===== config.mk =====
export PLATFORM = sky130hd
export DESIGN_NAME = timer_counter
export DESIGN_NICKNAME = d
export VERILOG_FILES = /design/src/rtl/timer_counter_pkg.sv /design/src/rtl/timer_counter.sv
export VERILOG_INCLUDE_DIRS = /design/src /design/src/rtl
export SDC_FILE = /design/constraint.sdc
export NUM_CORES = 1
export LEC_CHECK = 0
export BUFFER_PORTS_ARGS = -buffer_cell sky130_fd_sc_hd__buf_2
export CAP_MARGIN = 25
export CORE_MARGIN = 8
export CORE_UTILIZATION = 45
export CTS_CLUSTER_SIZE = 16
export DETAILED_ROUTE_END_ITERATION = 16
export PLACE_DENSITY = 0.68
export SYNTH_ARGS = -nofsm -noshare
export SYNTH_HDL_FRONTEND = slang
export SYNTH_SLANG_ARGS = --single-unit
export TNS_END_PERCENT = 1

===== constraint.sdc =====
create_clock -name mclk -period 5.8 [get_ports mclk]
set_clock_uncertainty 0.15 [all_clocks]
set_input_delay 0.58 -clock mclk [delete_from_list [all_inputs] [get_ports mclk]]
set_output_delay 0.58 -clock mclk [all_outputs]
set_load 0.005 [all_outputs]

===== src/rtl/timer_counter_consts.svh =====
`ifndef TIMER_COUNTER_CONSTS_SVH
`define TIMER_COUNTER_CONSTS_SVH

// Register byte addresses on the 12-bit register port
`define OFF_CTRL 12'hFB1
`define OFF_CNT_LOW 12'hFB2
`define OFF_CNT_HIGH 12'hFB3
`define OFF_IRQ_STATUS 12'hFB4
`define OFF_IRQ_MASK 12'hFB5

// Control field positions
`define CTRL_BIT_WIDE 7
`define CTRL_BIT_PS_HI 5
`define CTRL_BIT_PS_LO 4
`define CTRL_BIT_SYNC_DIS 2
`define CTRL_BIT_SRC 1
`define CTRL_BIT_RUN 0

// Bits 6 and 3 are not implemented
`define CTRL_WMASK 8'hB7

// Interrupt status and mask layout
`define IRQ_BIT_OVF 0
`define IRQ_WMASK 8'h01

// Reset values
`define CTRL_RESET 8'h00
`define CNT_RESET 16'h0000
`define IRQ_RESET 8'h00

// Count limits
`define CNT_MAX 16'hFFFF

// Instruction cycle is the oscillator divided by four
`define INSTR_DIV_DEFAULT 4

`endif


===== src/rtl/timer_counter_pkg.sv =====
`default_nettype none

package timer_counter_pkg;

   typedef struct packed {
      logic wide_access_select;
      logic unused6;
      logic prescale_select_hi;
      logic prescale_select_lo;
      logic unused3;
      logic ext_clock_sync_disable;
      logic clock_source_select;
      logic timer_run;
   } timer_control_t;

   typedef struct packed {
      logic [11:0] addr;
      logic [7:0] wdata;
      logic wr;
      logic rd;
   } bus_req_t;

   typedef enum logic [1:0] {
      MODE_TIMER = 2'b00,
      MODE_SYNC_COUNTER = 2'b01,
      MODE_ASYNC_COUNTER = 2'b10
   } count_mode_t;

endpackage : timer_counter_pkg

`default_nettype wire

===== src/rtl/timer_counter.sv =====
// Local design decision: strobed register access.
`default_nettype none
`include "timer_counter_consts.svh"

////////////////////////////////////////////////////////////////////////////////
module timer_counter
   import timer_counter_pkg::*;
#(
   parameter int INSTR_DIV = `INSTR_DIV_DEFAULT
) (
   input wire logic mclk,
   input wire logic rst_b,
   input wire bus_req_t bus_req,
   output logic [7:0] bus_rdata,
   input wire logic shared_ext_clock_pin,
   output logic irq,
   output logic overflow_pulse
);

   if (INSTR_DIV < 1 || INSTR_DIV > 256) begin : g_bad_div
      $error("INSTR_DIV must lie between 1 and 256");
   end

   ////////////////////////////////////////////////////////////////////////////
   // Helpers

   function automatic logic addr_hit(input logic [11:0] addr, input logic [11:0] off);
      return addr == off;
   endfunction

   function automatic count_mode_t decode_mode(input timer_control_t c);
      count_mode_t m;
      m = MODE_TIMER;
      if (c.clock_source_select) begin
         m = c.ext_clock_sync_disable ? MODE_ASYNC_COUNTER : MODE_SYNC_COUNTER;
      end
      return m;
   endfunction

   function automatic logic [2:0] prescale_mask(input logic [1:0] ps);
      logic [2:0] m;
      m = 3'h0;
      case (ps)
         2'b00: m = 3'h0;
         2'b01: m = 3'h1;
         2'b10: m = 3'h3;
         2'b11: m = 3'h7;
         default: m = 3'h0;
      endcase
      return m;
   endfunction

   ////////////////////////////////////////////////////////////////////////////
   // Declarations

   timer_control_t ctrl_q;
   count_mode_t mode;
   logic [7:0] div_q;
   logic instr_tick;
   logic ext_s1_q, ext_s2_q, ext_s3_q;
   logic ext_rise, ext_fall, ext_edge;
   logic armed_q;
   logic pend_q;
   logic src_evt;
   logic [2:0] pre_q;
   logic [2:0] pre_mask;
   logic pre_done;
   logic cnt_tick;
   logic [15:0] cnt_q;
   logic [7:0] hbuf_q;
   logic [7:0] status_q;
   logic [7:0] mask_q;
   logic [7:0] status_set;
   logic [7:0] status_clr;
   logic [7:0] rd_val;
   logic [7:0] rdata_q;
   logic ovf_q;
   logic sel_ctrl, sel_low, sel_high, sel_stat, sel_mask;
   logic wr_low, wr_high, cnt_wr, wrap;

   ////////////////////////////////////////////////////////////////////////////
   // Address decode

   assign sel_ctrl = addr_hit(bus_req.addr, `OFF_CTRL);
   assign sel_low = addr_hit(bus_req.addr, `OFF_CNT_LOW);
   assign sel_high = addr_hit(bus_req.addr, `OFF_CNT_HIGH);
   assign sel_stat = addr_hit(bus_req.addr, `OFF_IRQ_STATUS);
   assign sel_mask = addr_hit(bus_req.addr, `OFF_IRQ_MASK);

   assign wr_low = bus_req.wr & sel_low;
   assign wr_high = bus_req.wr & sel_high;
   // In wide mode a high write only fills the buffer
   assign cnt_wr = wr_low | (wr_high & ~ctrl_q.wide_access_select);

   ////////////////////////////////////////////////////////////////////////////
   // Control register

   always_ff @(posedge mclk) begin
      if (!rst_b) begin
         ctrl_q <= timer_control_t'(`CTRL_RESET);
      end else if (bus_req.wr && sel_ctrl) begin
         // Unimplemented bits never store, so they read as zero
         ctrl_q <= timer_control_t'(bus_req.wdata & `CTRL_WMASK);
      end
   end

   assign mode = decode_mode(ctrl_q);

   ////////////////////////////////////////////////////////////////////////////
   // Instruction clock divider

   always_ff @(posedge mclk) begin
      if (!rst_b) begin
         div_q <= 8'h00;
      end else if (instr_tick) begin
         div_q <= 8'h00;
      end else begin
         div_q <= div_q + 8'h01;
      end
   end

   assign instr_tick = (div_q == 8'(INSTR_DIV - 1));

   ////////////////////////////////////////////////////////////////////////////
   // External clock pin

   // Three flops even in unsynchronised mode: the pin is foreign to mclk
   always_ff @(posedge mclk) begin
      if (!rst_b) begin
         ext_s1_q <= 1'b0;
         ext_s2_q <= 1'b0;
         ext_s3_q <= 1'b0;
      end else begin
         ext_s1_q <= shared_ext_clock_pin;
         ext_s2_q <= ext_s1_q;
         ext_s3_q <= ext_s2_q;
      end
   end

   assign ext_rise = ext_s2_q & ~ext_s3_q;
   assign ext_fall = ~ext_s2_q & ext_s3_q;

   // A pin sitting high at selection time must not count at once
   always_ff @(posedge mclk) begin
      if (!rst_b) begin
         armed_q <= 1'b0;
      end else if (!ctrl_q.clock_source_select) begin
         armed_q <= 1'b0;
      end else if (ext_fall) begin
         armed_q <= 1'b1;
      end
   end

   assign ext_edge = armed_q & ext_rise;

   // Synchronous counter holds an edge until the next instruction cycle
   always_ff @(posedge mclk) begin
      if (!rst_b) begin
         pend_q <= 1'b0;
      end else if (mode != MODE_SYNC_COUNTER) begin
         pend_q <= 1'b0;
      end else if (instr_tick) begin
         pend_q <= 1'b0;
      end else if (ext_edge) begin
         pend_q <= 1'b1;
      end
   end

   ////////////////////////////////////////////////////////////////////////////
   // Count source selection

   always_comb begin
      src_evt = 1'b0;
      case (mode)
         MODE_TIMER: src_evt = instr_tick;
         MODE_SYNC_COUNTER: src_evt = instr_tick & (pend_q | ext_edge);
         MODE_ASYNC_COUNTER: src_evt = ext_edge;
         default: src_evt = 1'b0;
      endcase
      src_evt = src_evt & ctrl_q.timer_run;
   end

   ////////////////////////////////////////////////////////////////////////////
   // Prescaler

   assign pre_mask = prescale_mask({ctrl_q.prescale_select_hi, ctrl_q.prescale_select_lo});
   assign pre_done = (pre_q & pre_mask) == pre_mask;
   assign cnt_tick = src_evt & pre_done;

   always_ff @(posedge mclk) begin
      if (!rst_b) begin
         pre_q <= 3'h0;
      end else if (cnt_wr) begin
         pre_q <= 3'h0;
      end else if (src_evt) begin
         pre_q <= pre_done ? 3'h0 : pre_q + 3'h1;
      end
   end

   ////////////////////////////////////////////////////////////////////////////
   // Counter and high byte buffer

   // A software write wins over a count in the same cycle
   always_ff @(posedge mclk) begin
      if (!rst_b) begin
         cnt_q <= `CNT_RESET;
      end else if (wr_low) begin
         if (ctrl_q.wide_access_select) begin
            cnt_q <= {hbuf_q, bus_req.wdata};
         end else begin
            cnt_q <= {cnt_q[15:8], bus_req.wdata};
         end
      end else if (wr_high && !ctrl_q.wide_access_select) begin
         cnt_q <= {bus_req.wdata, cnt_q[7:0]};
      end else if (cnt_tick) begin
         cnt_q <= cnt_q + 16'h0001;
      end
   end

   // One buffer serves both directions; strobes never coincide
   always_ff @(posedge mclk) begin
      if (!rst_b) begin
         hbuf_q <= 8'h00;
      end else if (ctrl_q.wide_access_select && bus_req.rd && sel_low) begin
         hbuf_q <= cnt_q[15:8];
      end else if (ctrl_q.wide_access_select && wr_high) begin
         hbuf_q <= bus_req.wdata;
      end
   end

   ////////////////////////////////////////////////////////////////////////////
   // Overflow interrupt

   assign wrap = cnt_tick & (cnt_q == `CNT_MAX) & ~cnt_wr;
   assign status_set = {7'h00, wrap};
   assign status_clr = (bus_req.wr && sel_stat) ? (bus_req.wdata & `IRQ_WMASK) : 8'h00;

   always_ff @(posedge mclk) begin
      if (!rst_b) begin
         status_q <= `IRQ_RESET;
      end else begin
         // Set wins over clear so no wrap is lost
         status_q <= (status_q & ~status_clr) | status_set;
      end
   end

   always_ff @(posedge mclk) begin
      if (!rst_b) begin
         mask_q <= `IRQ_RESET;
      end else if (bus_req.wr && sel_mask) begin
         mask_q <= bus_req.wdata & `IRQ_WMASK;
      end
   end

   always_ff @(posedge mclk) begin
      if (!rst_b) begin
         ovf_q <= 1'b0;
      end else begin
         ovf_q <= wrap;
      end
   end

   assign irq = |(status_q & mask_q);
   assign overflow_pulse = ovf_q;

   ////////////////////////////////////////////////////////////////////////////
   // Read port

   always_comb begin
      rd_val = 8'h00;
      if (sel_ctrl) begin
         rd_val = ctrl_q & `CTRL_WMASK;
      end else if (sel_low) begin
         rd_val = cnt_q[7:0];
      end else if (sel_high) begin
         rd_val = ctrl_q.wide_access_select ? hbuf_q : cnt_q[15:8];
      end else if (sel_stat) begin
         rd_val = status_q;
      end else if (sel_mask) begin
         rd_val = mask_q;
      end
   end

   always_ff @(posedge mclk) begin
      if (!rst_b) begin
         rdata_q <= 8'h00;
      end else begin
         rdata_q <= bus_req.rd ? rd_val : 8'h00;
      end
   end

   assign bus_rdata = rdata_q;
endmodule // timer_counter

`default_nettype wire


==> out/qor.tcl, run 1 <==
set qor(peakVddDrop_mv) 0.0994
set qor(die_boundary_height_microns) 98.6
set qor(maximum_number_of_pins_on_one_net_before_global_route_repair) 26
set qor(worst-slew-pin-transition_ps) 920
set qor(final_hold_vios) 0
set qor(finish.instance_area_sq_um) 3470
set qor(netlist_top_cells_area) {dfxtp_1, nor2_1, mux2i_1, a21oi_1, xor2_1}
set qor(synth_instances) 353
set qor(gr-usage-met1_pct) 21.3
set qor(clk_transition_reported_paths_ps) 70
set qor(total_power_consumption_of_the_routed_design_uw) 832
set qor(hold_ws_ps) 293
set qor(cts_htree_levels) 3
set qor(placeableCoreArea_sq_um) 6680
set qor(use_met3_pct) 4.58
set qor(dr.first_iter.drc_count) 211
set qor(combinationalPowerShare_pct) 4.3
set qor(clock_sinks) 57
set qor(slowest_delay_ps) 610
set qor(cts_tree) {yes}
set qor(first_global_vias) 2705
set qor(wire_length_of_the_first_global_routing_pass_microns) 13400
set qor(boundaryPins) 35
set qor(grt_use_total_pct) 17.1
set qor(ys.warnings.count) 0
set qor(synthMostInstantiatedCell) {dfxtp_1}
set qor(path_cells) {ha_1, nor4b_4, nand3b_1, a31oi_2, a21oi_1, nor2_1, a211oi_1}
set qor(dpl.hpwl_microns) 5840
set qor(starting_density_of_the_core_pct) 45.9
set qor(power_report.internal_total_uw) 645
set qor(routed_wirelength_microns) 8170
set qor(tns_ps) 0
set qor(crit_path_end_kind) {register}
set qor(critical_path.slowest_cell) {a31oi_2}
set qor(place.detailed.instances) 452
set qor(p_seq_share_pct) 47.8
set qor(slew_headroom_pct) 38.6
set qor(die-width_microns) 98.6
set qor(finalCritPeriodShare_pct) 47.9
set qor(outcome) {complete, no violations}
set qor(syn_avg_cell_area_sq_um) 8.69
set qor(grt_most_used_layer) {met2}
set qor(num_vias) 2873
set qor(timing.max_cap.violations) 0
set qor(post_cts.resized_instances) 0
set qor(place_congestion) 0.919
set qor(num-fill-cells) 612
set qor(p_clk_share_pct) 47.8
set qor(drt_pass1_iterations) 5
set qor(reg2regPathDepth) 7
set qor(nNetsFinal) 411
set qor(worst-setup-path-type) {reg -> reg}
set qor(diodes) 0
set qor(cts-buffers-inserted) 9
set qor(worstPathRequired_ps) 5820
set qor(report.final.slew_viol_count) 0
set qor(final_standard_cell_utilization_of_the_core_pct) 51.9
set qor(synth_ff_type) {dfxtp_1}
set qor(setup_slack_ps) 3020
set qor(max-clock-path-buffers) 2
set qor(clkLatencyLatePin_ps) 340
set qor(synth_top_area_share_pct) 37.2
set qor(total_leakage_power_nw) 1.27
set qor(route.detailed.wl_per_inst_microns) 17.5
set qor(finish.cell_count_without_fillers) 467
set qor(post_cts_hold_buffer_count) 0
set qor(area_post_placement_sq_um) 3260
set qor(timing.critical_path.from_type) {register}
set qor(detailedPlace.worstSlack_ps) 2980
set qor(hold-path-cell-count) 1
set qor(syn_to_final_growth_pct) 12.9
set qor(synth_top_area_cell) {dfxtp_1}
set qor(cts_setup_buffers) 0
set qor(worst-path-max-fanout) 12
set qor(p_sw_uw) 187
set qor(fp-row-count) 30
set qor(setup_viol) 0
set qor(hold_path_class) {reg -> reg}
set qor(mappedNetlistNets) 381
set qor(grt-ovfl-total) 0
set qor(final_period_minus_worst_setup_slack_ps) 2780
set qor(synth_commonest_cells) {dfxtp_1, nor2_1, nand2_1, a21oi_1, nand3_1}
set qor(synth-async-reset-ratio_pct) 0
set qor(number_of_flops_mapped_to_enable_cells_by_yosys) 0
set qor(die_area_sq_um) 9720
set qor(synth.ff_latch_count) 57
set qor(swShare_pct) 22.5
set qor(clock_tree.root_cell) {clkbuf_8}
set qor(pwrdens_nw_per_um2) 240
set qor(setup_repair_after_global_routing_missed_its_margin) {no}
set qor(synth.cell_area_sq_um) 3070
set qor(critical_path_arrival_ps) 2800
set qor(fmaxAchievable_mhz) 360
set qor(use_met2_pct) 27.8
set qor(ys_types) 63
set qor(vias_per_cell) 6.15
set qor(share_of_layout_cells_above_drive_strength_1_pct) 19.4
set qor(antenna_found_initial) 0
set qor(detail-route-antenna-nets) 0
set qor(post-route-drc-count) 0
set qor(number_of_i_o_port_buffers) 34
set qor(yosysSeqAreaShare_pct) 37.2
[routing by layer]
layer / wire (microns) / share of wire [%]
met5: 0 / 0
met4: 168 / 2.1
met3: 497 / 6.1
met2: 3730 / 46
met1: 3770 / 46
[final timing paths]
kind / startpoint / end / slack (ps)
setup / recovery: div_q[0]$_SDFF_PP0_ / cnt_q[8]$_SDFFE_PN0P_ / 3020
hold / removal: ext_s1_q$_SDFF_PN0_ / ext_s2_q$_SDFF_PN0_ / 290
setup reg to reg: div_q[0]$_SDFF_PP0_ / cnt_q[8]$_SDFFE_PN0P_ / 3020
hold reg to reg: ext_s1_q$_SDFF_PN0_ / ext_s2_q$_SDFF_PN0_ / 290
[area by class of cell]
cell class | instances | area (sq um) | area share (%)
clock buffers | 9 | 124 | 3.57
clock inverters | 6 | 83.8 | 2.42
inverters | 9 | 33.8 | 0.975
multi-input cells | 271 | 1810 | 52.1
flip-flops and latches | 57 | 1140 | 32.9
well taps | 80 | 100 | 2.89
repair buffers | 35 | 178 | 5.13
[flip-flops by register name, indices dropped and copies added, names as in the netlist]
register,cells
cnt_q,16
bus_rdata,8
div_q,8
hbuf_q,8
ctrl_q,6
pre_q,3
armed_q,1
ext_s1_q,1
ext_s2_q,1
ext_s3_q,1
mask_q,1
overflow_pulse,1
pend_q,1
status_q,1
[power by group through the flow]
| stage | Sequential [mW] | Clock [mW] | Combinational, mW |
|---|---|---|---|
| after global routing | 0.399 | 0.420 | 0.0393 |
| after global placement | 0.406 | 0 | 0.0347 |
| after floorplan | 0.406 | 0 | 0.0176 |
| after detailed placement | 0.407 | 0 | 0.0356 |
| final | 0.398 | 0.398 | 0.0359 |
| after CTS | 0.398 | 0.401 | 0.0359 |
[worst max-delay path, delay by kind of cell (launching register included)]
family                   cells  cell delay [ps]
adder cells (fa/ha/maj)      1              250
AND/OR/NAND/NOR              3              760
AO/OA/AOI/OAI                3             1050
flip-flops                   1              400
[placed cells by master (no fill, tap or decap), drive strengths merged, types with 6 or more instances in the layout]
cell	Yosys	routed
a211oi	12	12
a21oi	25	25
and3	6	6
buf	6	35
clkbuf	9	9
dfxtp	57	57
inv	9	9
mux2	7	7
mux2i	15	15
nand2	25	25
nand3	20	20
nand4	8	8
nor2	42	42
nor3	12	12
o21ai	12	12
xor2	11	11
[cell families (layout without fill, tap and decap cells)]
logic type	count (synthesis)	count (layout)	synth area share, %
simple gates	145	145	25.9
flops	57	57	37.2
xor+xnor	15	15	4.28
compound gates	86	86	19.9
mux	22	22	7.46
fa+ha+maj	3	3	1.22
buf+inv	25	59	3.99
Power figures use the tool's default switching activity.
==> inputs of run 2 (changes only) <==
Settings changed: ABC_AREA set to 1.
Clock period 5.8 ns to 2.85 ns, I/O delays scaled along.
==> run 2 against run 1 <==
  * Utilization grew 1.7 points
  * Sequential cell count is the same
  * Die area grew 7.4%
  * Synthesized cell count grew 47%
  * Sequential share of layout area shrank 3.4 points
  * Fmax grew 27%
  * Global-route usage grew 3.1 points
  * Non-clock buffer count grew 3
  * Worst setup slack lost 2400 ps
  * Clock power grew 140%
  * Largest cell class unchanged
==> out/qor.tcl, run 2 <==
set qor(diodes) 0 ;# unchanged
set qor(placeableCoreArea_sq_um) 7210 ;# +8.0%
set qor(yosysSeqAreaShare_pct) 34.2 ;# -3.0 points
set qor(fp-row-count) 31 ;# +3.3%
set qor(place_congestion) 0.931 ;# +1.3%
set qor(max_flop_register) {cnt_q}
set qor(boundaryPins) 35 ;# unchanged
set qor(final_period_minus_worst_setup_slack_ps) 2190 ;# -589 ps
set qor(die_boundary_height_microns) 102 ;# +3.6%
set qor(starting_density_of_the_core_pct) 46.3 ;# +0.37 points
set qor(synth_ff_type) {dfxtp_1}
set qor(synth_instances) 519 ;# +47%
set qor(synth_commonest_cells) {nand2_1, nor2_1, inv_1, dfxtp_1, nand3_1}
set qor(report.final.slew_viol_count) 0 ;# unchanged
set qor(power_report.internal_total_mw) 1.46 ;# +130%
set qor(synthMostInstantiatedCell) {nand2_1}
set qor(outcome) {complete, no violations}
set qor(syn_to_final_growth_pct) 15.7
set qor(nNetsFinal) 584 ;# +42%
set qor(slew_headroom_pct) 54.5 ;# +16 points
set qor(die-width_microns) 102 ;# +3.6%
set qor(grt_use_total_pct) 20.2 ;# +3.1 points
set qor(post-route-drc-count) 0 ;# unchanged
set qor(worstSetupStartpoint) {cnt_q[0]$_SDFFE_PN0P_}
set qor(peakVddDrop_mv) 0.298 ;# +200%
set qor(clock_sinks) 57 ;# unchanged
set qor(number_of_i_o_port_buffers) 34 ;# unchanged
set qor(reg2regPathDepth) 9 ;# +2
set qor(p_sw_uw) 412 ;# +120%
set qor(finalCritPeriodShare_pct) 76.9 ;# +29 points
set qor(clock_tree.root_cell) {clkbuf_8}
set qor(path_cells) {ha_1, nand2_1, nor3_1, nand3_1, xor2_1, nand2_1, nand3_1, nor2_1, nor2_1}
set qor(synth.ff_latch_count) 57 ;# unchanged
set qor(setup_repair_after_global_routing_missed_its_margin) {no}
set qor(slowest_delay_ps) 540 ;# -70 ps
set qor(share_of_layout_cells_above_drive_strength_1_pct) 13.5 ;# -5.8 points
set qor(wire_length_of_the_first_global_routing_pass_microns) 16200 ;# +21%
set qor(max-clock-path-buffers) 2 ;# unchanged
set qor(total_leakage_power_nw) 1.71 ;# +35%
set qor(maximum_number_of_pins_on_one_net_before_global_route_repair) 24 ;# -7.7%
set qor(timing.critical_path.from_type) {register}
set qor(first_global_vias) 3297 ;# +22%
set qor(hold_path_class) {in -> reg}
set qor(cpLargestDelayFamily) {simple AND/OR/NAND/NOR gates}
set qor(clk_transition_reported_paths_ps) 70 ;# about the same
set qor(cts_htree_levels) 3 ;# unchanged
set qor(cp_num_buf_inv) 0 ;# unchanged
set qor(mostFrequentLayoutCell) {nand2_1}
set qor(fmaxAchievable_mhz) 456 ;# +27%
set qor(hold-path-cell-count) 3 ;# +2
set qor(crit-reg2reg-launch) {cnt_q[0]$_SDFFE_PN0P_}
set qor(crit_path_end_kind) {register}
set qor(synth-async-reset-ratio_pct) 0 ;# unchanged
set qor(dpl.hpwl_microns) 7700 ;# +32%
set qor(grt-ovfl-total) 0 ;# unchanged
set qor(drt_pass1_iterations) 6 ;# +1
set qor(pwrdens_nw_per_um2) 485 ;# +100%
set qor(worst-path-max-fanout) 5 ;# -7
set qor(worst-slew-pin-transition_ps) 678 ;# -242 ps
set qor(num_vias) 3548 ;# +23%
set qor(post_cts.resized_instances) 0 ;# unchanged
set qor(final_hold_vios) 0 ;# unchanged
set qor(worstPathRequired_ps) 2940 ;# -2880 ps
set qor(swShare_pct) 22.0 ;# -0.50 points
set qor(clkLatencyLatePin_ps) 350 ;# about the same
set qor(critical_path.slowest_cell) {nor3_1}
set qor(die_area_sq_um) 10400 ;# +7.4%
set qor(combinationalPowerShare_pct) 4.9 ;# +0.6 points
set qor(setup_slack_ps) 658 ;# -2360 ps
set qor(most-common-layout-cells) {nand2_1, nor2_1, inv_1}
set qor(synth.cell_area_sq_um) 3340 ;# +8.8%
set qor(timing.hold.worst_endpoint) {ctrl_q[4]$_SDFFE_PN0P_}
set qor(detailedPlace.worstSlack_ps) 603 ;# -2370 ps
set qor(timing.max_cap.violations) 0 ;# unchanged
set qor(cts-buffers-inserted) 9 ;# unchanged
set qor(route.detailed.wl_per_inst_microns) 15.2 ;# -13%
set qor(ys.warnings.count) 0 ;# unchanged
set qor(critical_path_arrival_ps) 2280 ;# -520 ps
set qor(synth_top_area_cell) {dfxtp_1}
set qor(number_of_flops_mapped_to_enable_cells_by_yosys) 0 ;# unchanged
set qor(worst-setup-path-type) {reg -> reg}
set qor(hold_path_startpoint) {bus_req[6]}
set qor(setup_viol) 0 ;# unchanged
set qor(r2r_setup_slack_ps) 660 ;# -2360 ps
set qor(dr.first_iter.drc_count) 256 ;# +21%
set qor(final_standard_cell_utilization_of_the_core_pct) 53.6 ;# +1.7 points
set qor(mappedNetlistNets) 547 ;# +44%
set qor(tns_ps) 0 ;# unchanged
set qor(p_seq_share_pct) 43.2 ;# -4.6 points
set qor(detail-route-antenna-nets) 0 ;# unchanged
set qor(p_clk_share_pct) 51.8 ;# +4.0 points
set qor(worstSetupPathDepth) 9 ;# +2
set qor(max_ffs_per_register) 16 ;# unchanged
set qor(syn_avg_cell_area_sq_um) 6.44 ;# -26%
set qor(antenna_found_initial) 0 ;# unchanged
set qor(num-fill-cells) 752 ;# +23%
set qor(cts_tree) {yes}
set qor(r2r_end) {cnt_q[14]$_SDFFE_PN0P_}
set qor(vias_per_cell) 5.38 ;# -13%
set qor(netlist_top_cells_area) {dfxtp_1, nand2_1, nor2_1, inv_1, nand3_1}
set qor(routed_wirelength_microns) 10100 ;# +23%
set qor(synth_top_area_share_pct) 34.2 ;# -3.0 points
set qor(ys_types) 35 ;# -44%
## run 2: kinds of logic (layout without fill, tap and decap cells)
family	after synthesis	count (layout)	synth area share, %
compound gates	74	74	11.9
buf+inv	75	117	8.95
flops	57	57	34.2
xor+xnor	8	8	2.10
simple gates	302	302	41.7
fa+ha+maj	3	3	1.12
## run 2: per-stage QoR
stage	instances	hold WS (ps)	total power, mW	cell area [sq um]
after floorplan	519	233	0.875	3340
after CTS	660	103	1.88	3860
final	660	105	1.87	3860
after detailed placement	643	264	0.918	3600
after global placement	643	242	0.917	3600
after global routing	660	124	1.92	3860
## run 2: worst min-delay path, cell delays in order
cell and delay [ps]:
buf_2 130, inv_1 70, a211oi_1 60
## run 2: what timing repair did
item,4_1_cts,5_1_grt
hold buffers,1,0
endpoints found under the setup margin,0,0
buffers inserted,0,0
hold endpoints to repair,1,0
## run 2: worst max path at each step
stage                              to  slack, ps
6_report       cnt_q[14]$_SDFFE_PN0P_        660
5_1_grt        cnt_q[14]$_SDFFE_PN0P_        520
4_1_cts        cnt_q[14]$_SDFFE_PN0P_        710
3_5_place_dp   cnt_q[14]$_SDFFE_PN0P_        600
3_3_place_gp    cnt_q[2]$_SDFFE_PN0P_        660
2_1_floorplan   cnt_q[0]$_SDFFE_PN0P_       1110
## run 2: layer usage
| layer | vias to the layer above | part of all wire [%] | global-route usage, % |
|---|---|---|---|
| li1 | 1773 | - | - |
| met1 | 1599 | 45 | 25.2 |
| met2 | 144 | 43 | 31.2 |
| met3 | 32 | 7.1 | 4.09 |
| met4 | 0 | 4.4 | 12.3 |
| met5 | - | 0 | 0 |
## run 2: power by group through the flow
stage               combinational (mW)  clock, mW  sequential (mW)
floorplan                       0.0488          0            0.826
global route                     0.103       1.01            0.811
CTS                             0.0919      0.974            0.810
detailed placement              0.0904          0            0.828
finish                          0.0927      0.972            0.810
global placement                0.0892          0            0.828
## run 2: layout make-up
type | instances | area, sq um | area share, %
clock buffer | 12 | 155 | 4.01
clock inverter | 4 | 98.8 | 2.56
inverter | 63 | 236 | 6.12
multi-input combinational | 387 | 1910 | 49.3
sequential | 57 | 1140 | 29.5
tap | 99 | 124 | 3.20
timing repair buffer | 38 | 203 | 5.24
==> inputs of run 3 (changes only) <==
Settings changed: PLACE_DENSITY 0.68 to 0.7.
Clock period 2.85 ns to 2.01 ns, I/O delays scaled along.
==> run 3 against run 2 <==
  * Final area rose by 2.9%
  * Register-to-register slack got worse by 450 ps
  * Final cell count rose by 3.5%
  * Fmax rose by 22%
  * Wire length fell by 2.4%
  * Sequential cell count did not move
  * Largest cell class unchanged
==> out/qor.tcl, run 3 (synthesized netlist as in run 2, its figures left out) <==
set qor(outcome) {complete, no violations}
set qor(max-clock-path-buffers) 2 ;# unchanged
set qor(critical_path_arrival_ps) 1890 ;# -390 ps
set qor(starting_density_of_the_core_pct) 46.3 ;# unchanged
set qor(cts_htree_levels) 3 ;# unchanged
set qor(antenna_found_initial) 0 ;# unchanged
set qor(post-route-drc-count) 0 ;# unchanged
set qor(worst-path-max-fanout) 16 ;# +11
set qor(peakVddDrop_mv) 0.302 ;# +1.4%
set qor(max_ffs_per_register) 16 ;# unchanged
set qor(final-seq-area_sq_um) 1140 ;# unchanged
set qor(routed_wirelength_microns) 9820 ;# -2.4%
set qor(cts_setup_buffers) 0 ;# unchanged
set qor(gr-usage-met1_pct) 24.0 ;# -1.3 points
set qor(share_of_layout_cells_above_drive_strength_1_pct) 16.1 ;# +2.5 points
set qor(place_congestion) 0.946 ;# +1.7%
set qor(dr.first_iter.drc_count) 272 ;# +6.3%
set qor(hold_ws_ps) 20.5 ;# -84.3 ps
set qor(finish.instance_area_sq_um) 3980 ;# +2.9%
set qor(fp-row-count) 31 ;# unchanged
set qor(multiInputGateArea_sq_um) 1910 ;# about the same
set qor(die_boundary_height_microns) 102 ;# unchanged
set qor(use_met2_pct) 32.6 ;# +1.4 points
set qor(grt_most_used_layer) {met2}
set qor(diodes) 0 ;# unchanged
set qor(final_hold_vios) 0 ;# unchanged
set qor(use_met3_pct) 5.25 ;# +1.2 points
set qor(setup_viol) 0 ;# unchanged
set qor(num-fill-cells) 724 ;# -3.7%
set qor(worstPathRequired_ps) 2090 ;# -850 ps
set qor(finalCritPeriodShare_pct) 89.6 ;# +13 points
set qor(placeableCoreArea_sq_um) 7210 ;# unchanged
set qor(pwrdens_nw_per_um2) 594 ;# +23%
set qor(wire_length_of_the_first_global_routing_pass_microns) 16200 ;# -0.12%
set qor(tns_ps) 0 ;# unchanged
set qor(clk_transition_reported_paths_ps) 60 ;# about the same
set qor(timing.max_cap.violations) 0 ;# unchanged
set qor(nNetsFinal) 607 ;# +3.9%
set qor(setup_repair_after_global_routing_missed_its_margin) {no}
set qor(timing.critical_path.from_type) {register}
set qor(clkLatencyLatePin_ps) 350 ;# about the same
set qor(total_leakage_power_nw) 1.79 ;# +4.8%
set qor(num_vias) 3564 ;# +0.45%
set qor(cts_tree) {yes}
set qor(slew_headroom_pct) 68.9 ;# +14 points
set qor(maximum_number_of_pins_on_one_net_before_global_route_repair) 21 ;# -13%
set qor(die-width_microns) 102 ;# unchanged
set qor(report.final.slew_viol_count) 0 ;# unchanged
set qor(first_global_vias) 3364 ;# +2.0%
set qor(detail-route-antenna-nets) 0 ;# unchanged
set qor(dpl.hpwl_microns) 7620 ;# -1.1%
set qor(worst-slew-pin-transition_ps) 461 ;# -217 ps
set qor(drt_pass1_iterations) 5 ;# -1
set qor(die_area_sq_um) 10400 ;# unchanged
set qor(grt_use_total_pct) 20.0 ;# -0.20 points
set qor(number_of_i_o_port_buffers) 34 ;# unchanged
set qor(worst-setup-path-type) {reg -> reg}
set qor(final_period_minus_worst_setup_slack_ps) 1800 ;# -390 ps
set qor(max_flop_register) {cnt_q}
set qor(crit_path_end_kind) {register}
set qor(hold_path_class) {in -> reg}
set qor(clock_tree.root_cell) {clkbuf_8}
set qor(syn_to_final_growth_pct) 19.1
set qor(most-common-layout-cells) {nand2_1, nor2_1, inv_1}
set qor(mostFrequentLayoutCell) {nand2_1}
set qor(area_post_placement_sq_um) 3740 ;# +4.0%
set qor(fmaxAchievable_mhz) 555 ;# +22%
set qor(route.detailed.wl_per_inst_microns) 14.4 ;# -5.7%
set qor(cts-buffers-inserted) 9 ;# unchanged
set qor(grt-ovfl-total) 0 ;# unchanged
set qor(boundaryPins) 35 ;# unchanged
set qor(vias_per_cell) 5.22 ;# -2.9%
set qor(clock_sinks) 57 ;# unchanged
run 3: changes by cell type in the layout (fill, tap and decap cells not counted), sizes merged:
cell,change
buf,+20
bufinv,-2
clkbuf,+1
clkinv,+1
dlygate4sd3,+3
run 3: repair_timing:
action	in CTS	in global routing
endpoints found under the setup margin	0	7
resized for setup	0	1
hold endpoints to repair	4	0
hold buffers	4	0
run 3: final cells by class:
| class | count | area share (%) |
|---|---|---|
| clock inverter | 3 | 1.01 |
| clock buffer | 13 | 3.74 |
| multi-input combinational | 387 | 47.9 |
| inverter | 63 | 5.94 |
| sequential | 57 | 28.7 |
| timing repair buffer | 61 | 9.62 |
| tap | 99 | 3.11 |
run 3: routing by layer:
metal,part of all wire (%),vias up
li1,-,1820
met1,43,1601
met5,0,-
met4,2.5,0
met2,46,120
met3,7.6,23
run 3: report_power, final:
part	switching, mW	internal [mW]
Sequential	0.00561	1.14
Combinational	0.0951	0.0565
Clock	0.464	0.604
run 3: final timing paths:
kind | end | start | cells past startpoint | slack (ps)
min reg2reg | ext_s2_q$_SDFF_PN0_ | ext_s1_q$_SDFF_PN0_ | 2 | 270
max reg2reg | cnt_q[9]$_SDFFE_PN0P_ | div_q[0]$_SDFF_PP0_ | 10 | 210
min | ctrl_q[4]$_SDFFE_PN0P_ | bus_req[6] | 3 | 20
max | cnt_q[9]$_SDFFE_PN0P_ | div_q[0]$_SDFF_PP0_ | 10 | 210
run 3: critical path, cell delays in order (launching register included):
cell and delay [ps]:
dfxtp_1 340, ha_1 190, nand3_1 100, nor2_1 130, nand2_1 70, nand2_1 130, nand3_2 140, nand2_2 120
nand2_4 130, nor2_1 140, nor2_1 50
run 3: per-stage QoR:
step           worst slack [ps]  power, mW  cells  util, %
4_1_cts                     157       2.38    683     55.1
3_5_place_dp                157       1.31    663     51.9
5_1_grt                    15.2       2.45    683     55.2
2_1_floorplan               323       1.24    519        -
3_3_place_gp                169       1.31    663     51.9
6_report                    209       2.36    683     55.2
